File: src/ust_pkg.sv
// Shared constants and types for the serial transmitter with smartcard framing.
package ust_pkg;

    // Register offsets on the plain register port.
    localparam logic [7:0] OFF_CTRL1 = 8'h00;
    localparam logic [7:0] OFF_CTRL2 = 8'h04;
    localparam logic [7:0] OFF_BAUD = 8'h08;
    localparam logic [7:0] OFF_TXDATA = 8'h0C;
    localparam logic [7:0] OFF_STATUS = 8'h10;
    localparam logic [7:0] OFF_RXDATA = 8'h14;

    // Field positions.
    localparam int C1_EN_POS = 0;
    localparam int C1_WL_LSB = 1;
    localparam int C1_PAR_POS = 3;
    localparam int C1_SC_POS = 4;
    localparam int C1_BRK_POS = 5;
    localparam int C2_STOP_LSB = 12;
    localparam int C2_DINV_POS = 18;
    localparam int C2_MSBF_POS = 19;
    localparam int ST_TXE_POS = 0;
    localparam int ST_TC_POS = 1;
    localparam int ST_PE_POS = 2;
    localparam int ST_RXNE_POS = 3;

    // Word length and stop bit codes.
    localparam logic [1:0] WL_8 = 2'h0;
    localparam logic [1:0] WL_9 = 2'h1;
    localparam logic [1:0] WL_7 = 2'h2;
    localparam logic [1:0] STOP_1 = 2'h0;
    localparam logic [1:0] STOP_HALF = 2'h1;
    localparam logic [1:0] STOP_2 = 2'h2;
    localparam logic [1:0] STOP_1P5 = 2'h3;

    // Reset values.
    localparam logic [15:0] BAUD_RESET = 16'h0010;
    localparam logic [1:0] STOP_RESET = STOP_1;
    localparam logic [1:0] WL_RESET = WL_8;

    // Frame timing, counted in half bit periods.
    localparam logic [4:0] HALVES_PER_BIT = 5'h02;
    localparam logic [4:0] BRK_STOP_HALVES = 5'h04;

    typedef enum logic [3:0] {
        TX_OFF, TX_IDLEFR, TX_READY, TX_START, TX_DATA, TX_STOP, TX_BRK, TX_BRKSTOP, TX_ERRSIG
    } ust_tx_state_type;

    typedef enum logic [1:0] {
        RX_IDLE, RX_START, RX_BITS
    } ust_rx_state_type;

endpackage

File: src/ust_sc_rx.sv
// Smartcard character receiver that checks even parity over moments 2 to 10.
`timescale 1ns/1ns
`default_nettype none
module ust_sc_rx
    import ust_pkg::*;
(
    input wire logic sys_clk_in,
    input wire logic rst_b_in,
    input wire logic half_tick_in,
    input wire logic enable_in,
    input wire logic rx_in,
    input wire logic bit_order_sel_in,
    input wire logic data_polarity_invert_in,
    output logic [7:0] data_out,
    output logic valid_out,
    output logic parity_err_out
);

    typedef struct packed {
        ust_rx_state_type st;
        logic prev;
        logic hc;
        logic [3:0] idx;
        logic [8:0] sh;
        logic [7:0] data;
        logic valid;
        logic perr;
    } ust_rx_regs_type;

    ust_rx_regs_type s;
    ust_rx_regs_type next_s;
    logic [8:0] shifted;
    logic [7:0] reversed;

    // Byte reversal for the most significant bit first order.
    genvar gi;
    generate
        for (gi = 0; gi < 8; gi++)
        begin : g_rev
            assign reversed[gi] = shifted[7 - gi];
        end
    endgenerate

    assign shifted = {rx_in ^ data_polarity_invert_in, s.sh[8:1]};

    always_comb
    begin
        next_s = s;
        next_s.prev = rx_in;
        next_s.valid = 1'b0;
        next_s.perr = 1'b0;
        unique case (s.st)
            RX_IDLE:
            begin
                if (enable_in && s.prev && !rx_in)
                begin
                    next_s.st = RX_START;
                end
            end
            RX_START:
            begin
                // Sampling is on the half bit grid, so phase error is up to half a bit.
                if (half_tick_in)
                begin
                    next_s.st = rx_in ? RX_IDLE : RX_BITS;
                    next_s.hc = 1'b1;
                    next_s.idx = 4'h0;
                end
            end
            RX_BITS:
            begin
                if (half_tick_in)
                begin
                    next_s.hc = ~s.hc;
                    if (!s.hc)
                    begin
                        next_s.sh = shifted;
                        next_s.idx = s.idx + 4'h1;
                        if (s.idx == 4'h8)
                        begin
                            next_s.st = RX_IDLE;
                            next_s.valid = 1'b1;
                            next_s.perr = ^shifted;
                            next_s.data = bit_order_sel_in ? reversed : shifted[7:0];
                        end
                    end
                end
            end
        endcase
        if (!enable_in)
        begin
            next_s.st = RX_IDLE;
        end
    end

    always_ff @(posedge sys_clk_in or negedge rst_b_in)
    begin
        if (!rst_b_in)
        begin
            s <= '0;
        end
        else
        begin
            s <= next_s;
        end
    end

    assign data_out = s.data;
    assign valid_out = s.valid;
    assign parity_err_out = s.perr;

    AST_RX_PULSE: assert property (@(posedge sys_clk_in) disable iff (!rst_b_in)
        s.valid |=> !s.valid) else $error("Receive valid pulse lasted more than one cycle.");

    AST_RX_PERR_WITH_VALID: assert property (@(posedge sys_clk_in) disable iff (!rst_b_in)
        s.perr |-> s.valid) else $error("Parity error reported without a received character.");

endmodule
`default_nettype wire

File: src/ust_tx_top.sv
// Serial transmitter with register port, fractional stop bits, break and smartcard conventions.
//
// The plain strobed port and the register offsets were decided locally.
`timescale 1ns/1ns
`default_nettype none
// What this block does
// Word length of 7, 8 or 9 bits.
// Software enables before writing a character.
// Shift register drives line and clock pin.
// Least significant bit first by default.
// Holding buffer sits before the shifter.
// Start bit low for one bit.
// Stop field picks 0.5, 1, 1.5, 2.
// Software picks stop bits per mode.
// Enabling sends an idle frame first.
// Dropping enable freezes and loses character.
// Break is 10, 11 or 9 lows.
// No breaks longer than fixed count.
// Block check codes are software's job.
// Both bits clear gives direct convention.
// Both bits set gives inverse convention.
// Parity bit inverted like data bits.
// Parity good when moments hold even ones.
// Card sends initial character first.
// Initial character pattern not recognised here.
// Parity error flags and signals card.
// Card retries after the error signal.
// Holding buffer empty once moved to shifter.
module ust_tx_top
    import ust_pkg::*;
(
    input wire logic sys_clk_in,
    input wire logic rst_b_in,
    input wire logic [7:0] addr_in,
    input wire logic [31:0] wdata_in,
    input wire logic wr_in,
    input wire logic rd_in,
    output logic [31:0] rdata_out,
    input wire logic rx_pin_in,
    output logic tx_out,
    output logic sync_clk_out
);

    typedef struct packed {
        ust_tx_state_type st;
        logic tx_enable_bit;
        logic [1:0] wl;
        logic par_en;
        logic sc_mode;
        logic brk_req;
        logic [1:0] stop;
        logic data_polarity_invert;
        logic bit_order_sel;
        logic [15:0] baud;
        logic [15:0] bcnt;
        logic [4:0] hcnt;
        logic [3:0] bit_idx;
        logic [8:0] tx_holding_buffer;
        logic buf_full;
        logic [8:0] shreg;
        logic pe_flag;
        logic err_pend;
        logic [7:0] rxd;
        logic rxne;
        logic tx_line;
        logic sck;
        logic [31:0] rdata;
    } ust_regs_type;

    ust_regs_type s;
    ust_regs_type next_s;

    logic rst_meta_b;
    logic rst_sync_b;
    logic rx_meta;
    logic rx_sync;
    logic half_tick;
    logic [3:0] nbits;
    logic [4:0] stop_halves;
    logic [8:0] word;
    logic [8:0] ordered;
    logic parity;
    logic [7:0] rx_data;
    logic rx_valid;
    logic rx_perr;

    // Reset is asserted at once and released through two flops.
    always_ff @(posedge sys_clk_in or negedge rst_b_in)
    begin
        if (!rst_b_in)
        begin
            rst_meta_b <= 1'b0;
            rst_sync_b <= 1'b0;
        end
        else
        begin
            rst_meta_b <= 1'b1;
            rst_sync_b <= rst_meta_b;
        end
    end

    // The line input is asynchronous, so only the second flop is used.
    always_ff @(posedge sys_clk_in or negedge rst_sync_b)
    begin
        if (!rst_sync_b)
        begin
            rx_meta <= 1'b1;
            rx_sync <= 1'b1;
        end
        else
        begin
            rx_meta <= rx_pin_in;
            rx_sync <= rx_meta;
        end
    end

    // Word length decode.
    always_comb
    begin
        unique case (s.wl)
            WL_9: nbits = 4'h9;
            WL_7: nbits = 4'h7;
            default: nbits = 4'h8;
        endcase
    end

    // Stop bits counted in half bit periods allow the fractional settings.
    always_comb
    begin
        unique case (s.stop)
            STOP_HALF: stop_halves = 5'h01;
            STOP_2: stop_halves = 5'h04;
            STOP_1P5: stop_halves = 5'h03;
            default: stop_halves = 5'h02;
        endcase
    end

    // Character preparation: parity replaces the top data bit when enabled.
    genvar gi;
    generate
        for (gi = 0; gi < 9; gi++)
        begin : g_word
            assign word[gi] = (s.par_en && gi == int'(nbits) - 1) ? parity :
                ((gi < int'(nbits)) ? s.tx_holding_buffer[gi] : 1'b0);
            assign ordered[gi] = (s.bit_order_sel && gi < int'(nbits)) ? word[int'(nbits) - 1 - gi] : word[gi];
        end
    endgenerate

    always_comb
    begin
        parity = 1'b0;
        for (int i = 0; i < 8; i++)
        begin
            if (i < int'(nbits) - 1)
            begin
                parity = parity ^ s.tx_holding_buffer[i];
            end
        end
    end

    // The baud counter runs only while the transmitter is enabled.
    assign half_tick = (s.st != TX_OFF) && (s.bcnt == 16'h0000);

    ust_sc_rx u_rx (
        .sys_clk_in(sys_clk_in),
        .rst_b_in(rst_sync_b),
        .half_tick_in(half_tick),
        .enable_in(s.tx_enable_bit),
        .rx_in(rx_sync),
        .bit_order_sel_in(s.bit_order_sel),
        .data_polarity_invert_in(s.data_polarity_invert),
        .data_out(rx_data),
        .valid_out(rx_valid),
        .parity_err_out(rx_perr)
    );

    always_comb
    begin
        next_s = s;
        next_s.rdata = 32'h0000_0000;
        if (rd_in)
        begin
            unique case (addr_in)
                OFF_CTRL1: next_s.rdata = {26'h0, s.brk_req, s.sc_mode, s.par_en, s.wl, s.tx_enable_bit};
                OFF_CTRL2: next_s.rdata = {12'h0, s.bit_order_sel, s.data_polarity_invert, 4'h0, s.stop, 12'h0};
                OFF_BAUD: next_s.rdata = {16'h0, s.baud};
                OFF_STATUS: next_s.rdata = {28'h0, s.rxne, s.pe_flag, (s.st == TX_READY) && !s.buf_full, !s.buf_full};
                OFF_RXDATA: next_s.rdata = {24'h0, s.rxd};
                default: next_s.rdata = 32'h0000_0000;
            endcase
            if (addr_in == OFF_RXDATA)
            begin
                next_s.rxne = 1'b0;
            end
        end
        if (wr_in)
        begin
            unique case (addr_in)
                OFF_CTRL1:
                begin
                    next_s.tx_enable_bit = wdata_in[C1_EN_POS];
                    next_s.wl = wdata_in[C1_WL_LSB +: 2];
                    next_s.par_en = wdata_in[C1_PAR_POS];
                    next_s.sc_mode = wdata_in[C1_SC_POS];
                    next_s.brk_req = s.brk_req | wdata_in[C1_BRK_POS];
                end
                OFF_CTRL2:
                begin
                    next_s.stop = wdata_in[C2_STOP_LSB +: 2];
                    next_s.data_polarity_invert = wdata_in[C2_DINV_POS];
                    next_s.bit_order_sel = wdata_in[C2_MSBF_POS];
                end
                OFF_BAUD: next_s.baud = wdata_in[15:0];
                OFF_STATUS:
                begin
                    if (wdata_in[ST_PE_POS])
                    begin
                        next_s.pe_flag = 1'b0;
                    end
                end
                default:
                begin
                end
            endcase
        end
        // Received characters; a new event wins over a clear in the same cycle.
        if (rx_valid)
        begin
            next_s.rxd = rx_data;
            next_s.rxne = 1'b1;
        end
        if (rx_perr)
        begin
            next_s.pe_flag = 1'b1;
            next_s.err_pend = s.sc_mode;
        end
        if (s.st != TX_OFF)
        begin
            next_s.bcnt = half_tick ? s.baud - 16'h0001 : s.bcnt - 16'h0001;
        end
        if (half_tick)
        begin
            next_s.hcnt = s.hcnt - 5'h01;
        end
        unique case (s.st)
            TX_OFF:
            begin
                next_s.tx_line = 1'b1;
                if (s.tx_enable_bit)
                begin
                    next_s.st = TX_IDLEFR;
                    next_s.hcnt = (5'(nbits) + 5'h01) * HALVES_PER_BIT + stop_halves;
                    next_s.bcnt = s.baud - 16'h0001;
                end
            end
            TX_READY:
            begin
                // New frames start on the half bit grid so every bit has full length.
                if (half_tick)
                begin
                    if (s.err_pend && !rx_perr)
                    begin
                        next_s.st = TX_ERRSIG;
                        next_s.err_pend = 1'b0;
                        next_s.tx_line = 1'b0;
                        next_s.hcnt = HALVES_PER_BIT;
                    end
                    else if (s.brk_req)
                    begin
                        next_s.st = TX_BRK;
                        next_s.brk_req = wr_in && addr_in == OFF_CTRL1 && wdata_in[C1_BRK_POS];
                        next_s.tx_line = 1'b0;
                        next_s.hcnt = (5'(nbits) + 5'h02) * HALVES_PER_BIT;
                    end
                    else if (s.buf_full)
                    begin
                        next_s.st = TX_START;
                        next_s.shreg = ordered;
                        next_s.buf_full = 1'b0;
                        next_s.tx_line = 1'b0;
                        next_s.hcnt = HALVES_PER_BIT;
                    end
                end
            end
            TX_START:
            begin
                if (half_tick && s.hcnt == 5'h01)
                begin
                    next_s.st = TX_DATA;
                    next_s.bit_idx = 4'h0;
                    next_s.tx_line = s.shreg[0] ^ s.data_polarity_invert;
                    next_s.hcnt = HALVES_PER_BIT;
                end
            end
            TX_DATA:
            begin
                if (half_tick && s.hcnt == 5'h01)
                begin
                    next_s.shreg = {1'b0, s.shreg[8:1]};
                    if (s.bit_idx == nbits - 4'h1)
                    begin
                        next_s.st = TX_STOP;
                        next_s.tx_line = 1'b1;
                        next_s.hcnt = stop_halves;
                    end
                    else
                    begin
                        next_s.bit_idx = s.bit_idx + 4'h1;
                        next_s.tx_line = s.shreg[1] ^ s.data_polarity_invert;
                        next_s.hcnt = HALVES_PER_BIT;
                    end
                end
            end
            TX_BRK:
            begin
                if (half_tick && s.hcnt == 5'h01)
                begin
                    next_s.st = TX_BRKSTOP;
                    next_s.tx_line = 1'b1;
                    next_s.hcnt = BRK_STOP_HALVES;
                end
            end
            TX_IDLEFR, TX_STOP, TX_BRKSTOP, TX_ERRSIG:
            begin
                if (half_tick && s.hcnt == 5'h01)
                begin
                    next_s.st = TX_READY;
                    next_s.tx_line = 1'b1;
                end
            end
        endcase
        // A write lands after any load above, so a write in the load cycle is kept.
        if (wr_in && addr_in == OFF_TXDATA)
        begin
            next_s.tx_holding_buffer = wdata_in[8:0];
            next_s.buf_full = 1'b1;
        end
        // Dropping the enable stops the counters and abandons the character.
        if (!s.tx_enable_bit)
        begin
            next_s.st = TX_OFF;
            next_s.tx_line = 1'b1;
            next_s.bcnt = s.bcnt;
        end
        next_s.sck = (next_s.st == TX_DATA) && (next_s.hcnt == 5'h01);
    end

    always_ff @(posedge sys_clk_in or negedge rst_sync_b)
    begin
        if (!rst_sync_b)
        begin
            s <= '0;
            s.st <= TX_OFF;
            s.wl <= WL_RESET;
            s.stop <= STOP_RESET;
            s.baud <= BAUD_RESET;
            s.tx_line <= 1'b1;
        end
        else
        begin
            s <= next_s;
        end
    end

    assign rdata_out = s.rdata;
    assign tx_out = s.tx_line;
    assign sync_clk_out = s.sck;

    AST_START_LOW: assert property (@(posedge sys_clk_in) disable iff (!rst_sync_b)
        (s.st == TX_START) |-> !tx_out) else $error("Start bit is not low.");

    AST_START_END: assert property (@(posedge sys_clk_in) disable iff (!rst_sync_b)
        (s.st == TX_START && half_tick && s.hcnt == 5'h01 && s.tx_enable_bit) |=> (s.st == TX_DATA && s.bit_idx == 4'h0))
        else $error("Start bit did not end after one bit period.");

    AST_EN_FREEZE: assert property (@(posedge sys_clk_in) disable iff (!rst_sync_b)
        (!s.tx_enable_bit && s.st != TX_OFF) |=> (s.st == TX_OFF && tx_out && s.bcnt == $past(s.bcnt)))
        else $error("Clearing enable did not stop the transmitter.");

    AST_IDLE_FIRST: assert property (@(posedge sys_clk_in) disable iff (!rst_sync_b)
        (s.st == TX_OFF && s.tx_enable_bit) |=> (s.st == TX_IDLEFR && tx_out && s.hcnt == (5'($past(nbits)) + 5'h01) * 5'h02 + $past(stop_halves)))
        else $error("Idle frame missing or wrong length after enable.");

    AST_STOP_LEN: assert property (@(posedge sys_clk_in) disable iff (!rst_sync_b)
        $rose(s.st == TX_STOP) |-> (tx_out && s.hcnt == stop_halves)) else $error("Stop bits wrong.");

    AST_BRK_LEN: assert property (@(posedge sys_clk_in) disable iff (!rst_sync_b)
        $rose(s.st == TX_BRK) |-> (!tx_out && s.hcnt == (5'(nbits) + 5'h02) * 5'h02)) else $error("Break length wrong.");

    AST_LOAD_EMPTIES: assert property (@(posedge sys_clk_in) disable iff (!rst_sync_b)
        (s.st == TX_READY && half_tick && s.buf_full && !s.err_pend && !s.brk_req && s.tx_enable_bit
        && !(wr_in && addr_in == OFF_TXDATA)) |=> (s.st == TX_START && !s.buf_full))
        else $error("Holding buffer not emptied on load.");

    AST_DATA_LINE: assert property (@(posedge sys_clk_in) disable iff (!rst_sync_b)
        (s.st == TX_DATA && $stable(s.data_polarity_invert)) |-> (tx_out == (s.shreg[0] ^ s.data_polarity_invert)))
        else $error("Data bit on the line does not match shifter and polarity.");

    AST_SCK_IN_DATA: assert property (@(posedge sys_clk_in) disable iff (!rst_sync_b)
        sync_clk_out |-> (s.st == TX_DATA)) else $error("Clock pulse outside data bits.");

endmodule
`default_nettype wire

File: config.mk
export PLATFORM = sky130hd
export DESIGN_NAME = ust_tx_top
export DESIGN_NICKNAME = d
export VERILOG_FILES = /design/src/ust_pkg.sv /design/src/ust_sc_rx.sv /design/src/ust_tx_top.sv
export SDC_FILE = /design/constraint.sdc
export NUM_CORES = 1
export LEC_CHECK = 0
export BUFFER_PORTS_ARGS = -buffer_cell sky130_fd_sc_hd__buf_2
export CELL_PAD_IN_SITES_DETAIL_PLACEMENT = 0
export CELL_PAD_IN_SITES_GLOBAL_PLACEMENT = 2
export CORE_ASPECT_RATIO = 0.9
export CORE_UTILIZATION = 30
export CTS_CLUSTER_SIZE = 14
export DETAILED_ROUTE_END_ITERATION = 10
export GPL_ROUTABILITY_DRIVEN = 0
export PLACE_DENSITY_LB_ADDON = 0.08
export SYNTH_ARGS = -nofsm -noshare
export SYNTH_HDL_FRONTEND = slang
export SYNTH_SLANG_ARGS = --single-unit
export TNS_END_PERCENT = 30
File: constraint.sdc
create_clock -name sys_clk_in -period 7.6 [get_ports sys_clk_in]
set_input_delay 1.14 -clock sys_clk_in [delete_from_list [all_inputs] [get_ports sys_clk_in]]
set_output_delay 1.14 -clock sys_clk_in [all_outputs]
set_load 0.1 [all_outputs]
==> flow_summary.json, run 1 <==
{
  "outcome": "finished, final reports clean",
  "port-buffer-count": 50,
  "die_h_um": 159.7,
  "min_period_ps": 3451,
  "grt_max_degree": 77,
  "crit_fanout": 34,
  "hold_buffers": 0,
  "seq_area_frac_synth": 0.4082,
  "fin_hold_ws_ps": 354.6,
  "drcViolationCount": 0,
  "synth_flop_cell": "dfrtp_1",
  "slew_headroom": 0.2959,
  "power_density_nw_per_um2": 234.2,
  "drt_wl_total_mm": 25.23,
  "rows": 57,
  "synth.top_cell.area_share": 0.3955,
  "holdPathStages": 0,
  "antenna_cells": 0,
  "ys_warn_count": 0,
  "grt_pass1_wl_mm": 40.48,
  "vias_per_cell": 5.263,
  "grt_remaining_overflow": 0,
  "design_area_um2": 9280,
  "finalHoldViolCount": 0,
  "syn-mean-instance-area_um2": 9.149,
  "crit_path_end_kind": "flip-flop",
  "dp_cells": 1255,
  "synth.most_common_cell": "dfrtp_1",
  "drv_slew": 0,
  "synth_seq_cells": 135,
  "place_area_um2": 8672,
  "wl_per_cell_um": 19.61,
  "synth.cell_area_um2": 8289,
  "slowest_stage": "or4_4",
  "tightestPinTransition_ps": 1056,
  "cts_buffers": 17,
  "synth_common_cells": "dfrtp_1 (131), nand2_1 (96), nor2_1 (67), o21ai_0 (60), mux2_2 (51)",
  "setup.worst_path.class": "flip-flop to flip-flop",
  "finalSetupTns_ps": 0,
  "start_kind": "flip-flop",
  "max_stage_delay_ps": 510,
  "synth_cells": 906,
  "max-clock-path-buffers": 2,
  "root_buffer": "clkbuf_16",
  "dpl.hpwl_mm": 18.34,
  "grt_pass1_vias": 6935,
  "finalSetupViolCount": 0,
  "drt-initial-drc-count": 430,
  "crit_arrival_ps": 3770,
  "fin_util": 0.3424,
  "synthToLayoutAreaGrowth_pct": 11.95,
  "ctsResizeCount": 0,
  "floorplan.initialDensity": 0.3059,
  "reg2reg_depth": 11,
  "insertion_delay_ps": 430,
  "vias": 6773,
  "ant_nets": 0,
  "finalCritPeriodShare": 0.4540,
  "clkTransAtPathRegs_ps": 70,
  "cp_cell_sequence": "inv_1, ha_1, buf_4, nand2b_1, and4_4, or4_4, and3_4, or2_1, o221a_1, a211o_1, o41ai_2",
  "critPathRequiredTime_ps": 7920,
  "maxCapViolCount": 0,
  "die_x_um": 177.2,
  "worst_clock_skew_ps": 11.06,
  "crit_buf_inv": 2,
  "cts_tree": "yes",
  "fin_cells": 1287,
  "peakVddDrop_mv": 0.1384,
  "io_pins": 79,
  "rsz0062_at_grt": "false",
  "num-fill-cells": 2849,
  "cts_sinks": 135,
  "drive_above_1_share": 0.1801,
  "synth_area_leaders": "dfrtp_1 (40%), mux2_2 (6.9%), nand2_1 (4.3%)",
  "final_nets": 986,
  "yosys.cell_types.count": 80,
  "antenna_found_initial": 0,
  "cp_top_family": "simple AND/OR/NAND/NOR gates",
  "grtUsageTotal": 0.1866,
  "synthArstFlopShare": 1.000,
  "leakage_uw": 0.004006,
  "synth-edff-count": 0,
  "synth_area_leader_cell": "dfrtp_1",
  "core_um2": 27100,
  "path_depth": 11,
  "cts_max_level": 4,
  "dieArea_um2": 28300,
  "dr.pass1.iters": 5,
  "hold_class": "flip-flop to flip-flop",
  "post-cts-setup-buffer-count": 0,
  "max_freq_ghz": 0.2898
}
==> flip-flops by register name (all words and copies together), names as in the netlist, 8 cells and up <==
name / count
rdata_out: 18
s: 85
u_rx.data_out: 8
u_rx.reversed: 8
u_rx.s: 8
==> path summary, 6_finish.rpt <==
path | start | end | slack, ps
max | s[112] | s[49] | 4150
min | rst_meta_b | rst_sync_b | 350
min in group asynchronous | rst_sync_b | s[98] | 400
max in group asynchronous | rst_sync_b | s[112] | 5670
min reg2reg | rst_meta_b | rst_sync_b | 350
max reg2reg | s[112] | s[49] | 4150
==> layout make-up <==
class,instances,area [µm²],area share
sequential,135,3387,0.3650
timing repair buffer,59,317.8,0.03425
inverter,28,105.1,0.01133
tap,354,442.9,0.04773
multi-input combinational,679,4419,0.4762
clock buffer,17,425.4,0.04584
clock inverter,15,182.7,0.01968
==> worst register-to-register path, stage by stage (launching register included) <==
cell	delay (ps)
dfrtp_1	370
inv_1	100
ha_1	290
buf_4	340
nand2b_1	140
and4_4	210
or4_4	510
and3_4	200
or2_1	340
o221a_1	320
a211o_1	290
o41ai_2	220
==> power breakdown <==
| group | total, µW | switching, µW | leakage, µW | internal, µW |
|---|---|---|---|---|
| registers | 881 | 95.4 | 0.00172 | 786 |
| clock network | 873 | 400 | 0.000291 | 472 |
| logic | 420 | 261 | 0.00200 | 159 |
| total | 2170 | 757 | 0.00401 | 1420 |
==> cell usage in the layout, fill, tap and decap left out, types with 12 or more instances in the layout <==
master / count
dfrtp_1: 130
nand2_1: 96
nor2_1: 67
o21ai_0: 60
mux2_2: 51
buf_2: 50
a21oi_1: 42
nor3_1: 32
inv_1: 27
nand3_1: 26
xnor2_1: 21
ha_1: 20
and2_1: 19
clkbuf_16: 17
conb_1: 15
nand2b_1: 13
or3_1: 13
a31oi_1: 12
mux2i_1: 12
==> per-stage QoR <==
stage / setup slack (ps) / total power, µW
after detailed placement: 4146 / 1315
after global routing: 3933 / 2292
after global placement: 4167 / 1311
after CTS: 4131 / 2205
final: 4149 / 2174
after floorplan: 3567 / 1191
==> per-layer routing <==
layer / global-route usage / routed length, µm / up-vias
li1: - / - / 3232
met1: 0.2613 / 12030 / 3362
met2: 0.2969 / 11980 / 158
met3: 0.02690 / 926 / 21
met4: 0.05329 / 302 / 0
met5: 0 / 0 / -
==> logic make-up after synthesis <==
family	Yosys count	synth area share
multiplexers	63	0.08377
AO/OA/AOI/OAI	219	0.1718
adder cells (fa/ha/maj)	21	0.03260
AND/OR/NAND/NOR	328	0.2017
other	2	0.0009060
flip-flops	135	0.4082
buffers and inverters	105	0.06460
XOR/XNOR	33	0.03653
(Power assumes the default switching activity.)
==> run 2, diff against run 1 <==
==> constraint.sdc (replaced) <==
create_clock -name sys_clk_in -period 3 [get_ports sys_clk_in]
set_input_delay 0.45 -clock sys_clk_in [delete_from_list [all_inputs] [get_ports sys_clk_in]]
set_output_delay 0.45 -clock sys_clk_in [all_outputs]
set_load 0.1 [all_outputs]
==> run 2 against run 1 <==
Effect of this change: combinational power grew to 2.9 times the previous value; core utilization grew 2.1 points; clock-buffer cell count up 1; power rose to 2.6 times the previous value; critical path depth shrank 1; via count up 2.3%; register-to-register slack lost 4100 ps; first-iteration DRC count fell by 2.1%; sequential cell count did not move; maximum frequency rose by 17%; critical path type unchanged; largest cell class unchanged; largest power group unchanged.
==> flow_summary.json, run 2 (synthesis gave the netlist of run 1 again) <==
{
  "clock_power_share": 0.383,
  "rsz0062_at_grt": "true",
  "maxCapViolCount": 0,
  "rows": 57,
  "peakVddDrop_mv": 0.3362,
  "crit_arrival_ps": 3260,
  "cts_buffers": 17,
  "internal_power_uw": 3696,
  "dr.pass1.iters": 4,
  "dp_cells": 1309,
  "fin_cells": 1347,
  "root_buffer": "clkbuf_16",
  "cts_max_level": 4,
  "layout_commonest_cell": "dfrtp_1",
  "power_density_nw_per_um2": 566.6,
  "die_x_um": 177.2,
  "leakage_uw": 0.004328,
  "critPathRequiredTime_ps": 3320,
  "p_comb_frac": 0.220,
  "fin_util": 0.3634,
  "min_period_ps": 2941,
  "crit_fanout": 5,
  "crit_end": "s[49]",
  "worst_clock_skew_ps": 18.58,
  "die_h_um": 159.7,
  "cts_tree": "yes",
  "fin_hold_ws_ps": 109.1,
  "setup.worst_path.class": "flip-flop to flip-flop",
  "finalCritPeriodShare": 0.9803,
  "p_seq_frac": 0.398,
  "antenna_found_initial": 0,
  "max_freq_ghz": 0.3400,
  "grt_max_degree": 58,
  "reg2reg_to": "s[49]",
  "finalSetupViolCount": 0,
  "hold_class": "primary input to flip-flop",
  "final_cell_mix": "dfrtp_1 (130), nand2_1 (95), nor2_1 (67), buf_4 (65), o21ai_0 (60)",
  "regMostFlops": "s",
  "crit_path_end_kind": "flip-flop",
  "cp-startpoint": "s[112]",
  "drv_slew": 0,
  "dieArea_um2": 28300,
  "ant_nets": 0,
  "max-clock-path-buffers": 2,
  "slew_headroom": 0.3069,
  "rr_startpoint": "s[112]",
  "clkTransAtPathRegs_ps": 70,
  "swShare": 0.3376,
  "cts_sinks": 135,
  "reg2reg_depth": 10,
  "core_um2": 27100,
  "design_area_um2": 9848,
  "finalHoldViolCount": 0,
  "vias_per_cell": 5.144,
  "io_pins": 79,
  "antenna_cells": 0,
  "grt_remaining_overflow": 0,
  "final_nets": 1046,
  "tightestPinTransition_ps": 1036,
  "floorplan.initialDensity": 0.3059,
  "outcome": "finished, final reports clean",
  "p_switching_uw": 1884,
  "drive_above_1_share": 0.2467,
  "grt_pass1_wl_mm": 40.08,
  "rrSetupSlack_ps": 60,
  "port-buffer-count": 50,
  "vias": 6929,
  "largest_reg_flops": 85,
  "grtUsageTotal": 0.1854,
  "dpl.hpwl_mm": 19.04,
  "start_kind": "flip-flop",
  "drt-initial-drc-count": 421,
  "insertion_delay_ps": 430,
  "wl_per_cell_um": 18.73,
  "grt_pass1_vias": 6957,
  "drt_wl_total_mm": 25.24,
  "synthToLayoutAreaGrowth_pct": 18.81,
  "place_area_um2": 9090,
  "drcViolationCount": 0
}
run 2: stage by stage:
stage	worst slack (ps)	TNS (ps)	total power, µW
global placement	-243.0	-279.7	3402
global route	-25.66	-64.66	5889
floorplan	103.2	0	3018
CTS	-9.965	-9.965	5580
detailed placement	-185.8	-246.9	3412
finish	59.07	0	5580
run 2: layout make-up:
type                       instances  area (µm²)
fill                            2789       17250
multi-input combinational        679        4531
sequential                       135        3387
timing repair buffer             119       790.8
tap                              354       442.9
clock buffer                      18       439.2
clock inverter                    14       152.6
inverter                          28       105.1
run 2: what timing repair did:
item,4_1_cts,5_1_grt
endpoints found under the hold margin,2,0
gates resized for setup,3,21
setup endpoints to repair,4,8
cloned,0,0
setup buffers,0,5
hold buffers,1,0
pin swaps,0,4
run 2: critical path: stages (launching register included):
cell and delay, ps:
dfrtp_1 410, buf_4 160, ha_4 160, nand2b_4 140, and4_4 190, or4_4 520
and3_4 210, or2_4 280, o221a_1 260, a211o_1 260, o41ai_2 260
run 2: worst min path at each step:
stage               slack (ps)       from          to  depth (start not counted)
detailed placement         240   rst_b_in  rst_meta_b                          1
finish                     110  rx_pin_in     rx_meta                          1
global placement           240   rst_b_in  rst_meta_b                          1
global route                90  rx_pin_in     rx_meta                          1
CTS                         90  rx_pin_in     rx_meta                          1
floorplan                  150   rst_b_in  rst_meta_b                          0
run 2: metal layers:
layer / routed length [µm] / part of all wire / up-vias / global-route usage
met1: 11780 / 0.47 / 3409 / 0.2584
met5: 0 / 0 / - / 0
met3: 1084 / 0.043 / 18 / 0.03690
met4: 223 / 0.0088 / 0 / 0.04075
met2: 12150 / 0.48 / 155 / 0.2946
li1: - / - / 3347 / -
run 2: power by group through the flow:
stage / clock network (µW) / logic, µW / registers, µW
floorplan: 0 / 826 / 2190
global placement: 0 / 1170 / 2230
detailed placement: 0 / 1170 / 2240
CTS: 2190 / 1190 / 2200
global route: 2280 / 1350 / 2250
finish: 2140 / 1230 / 2220
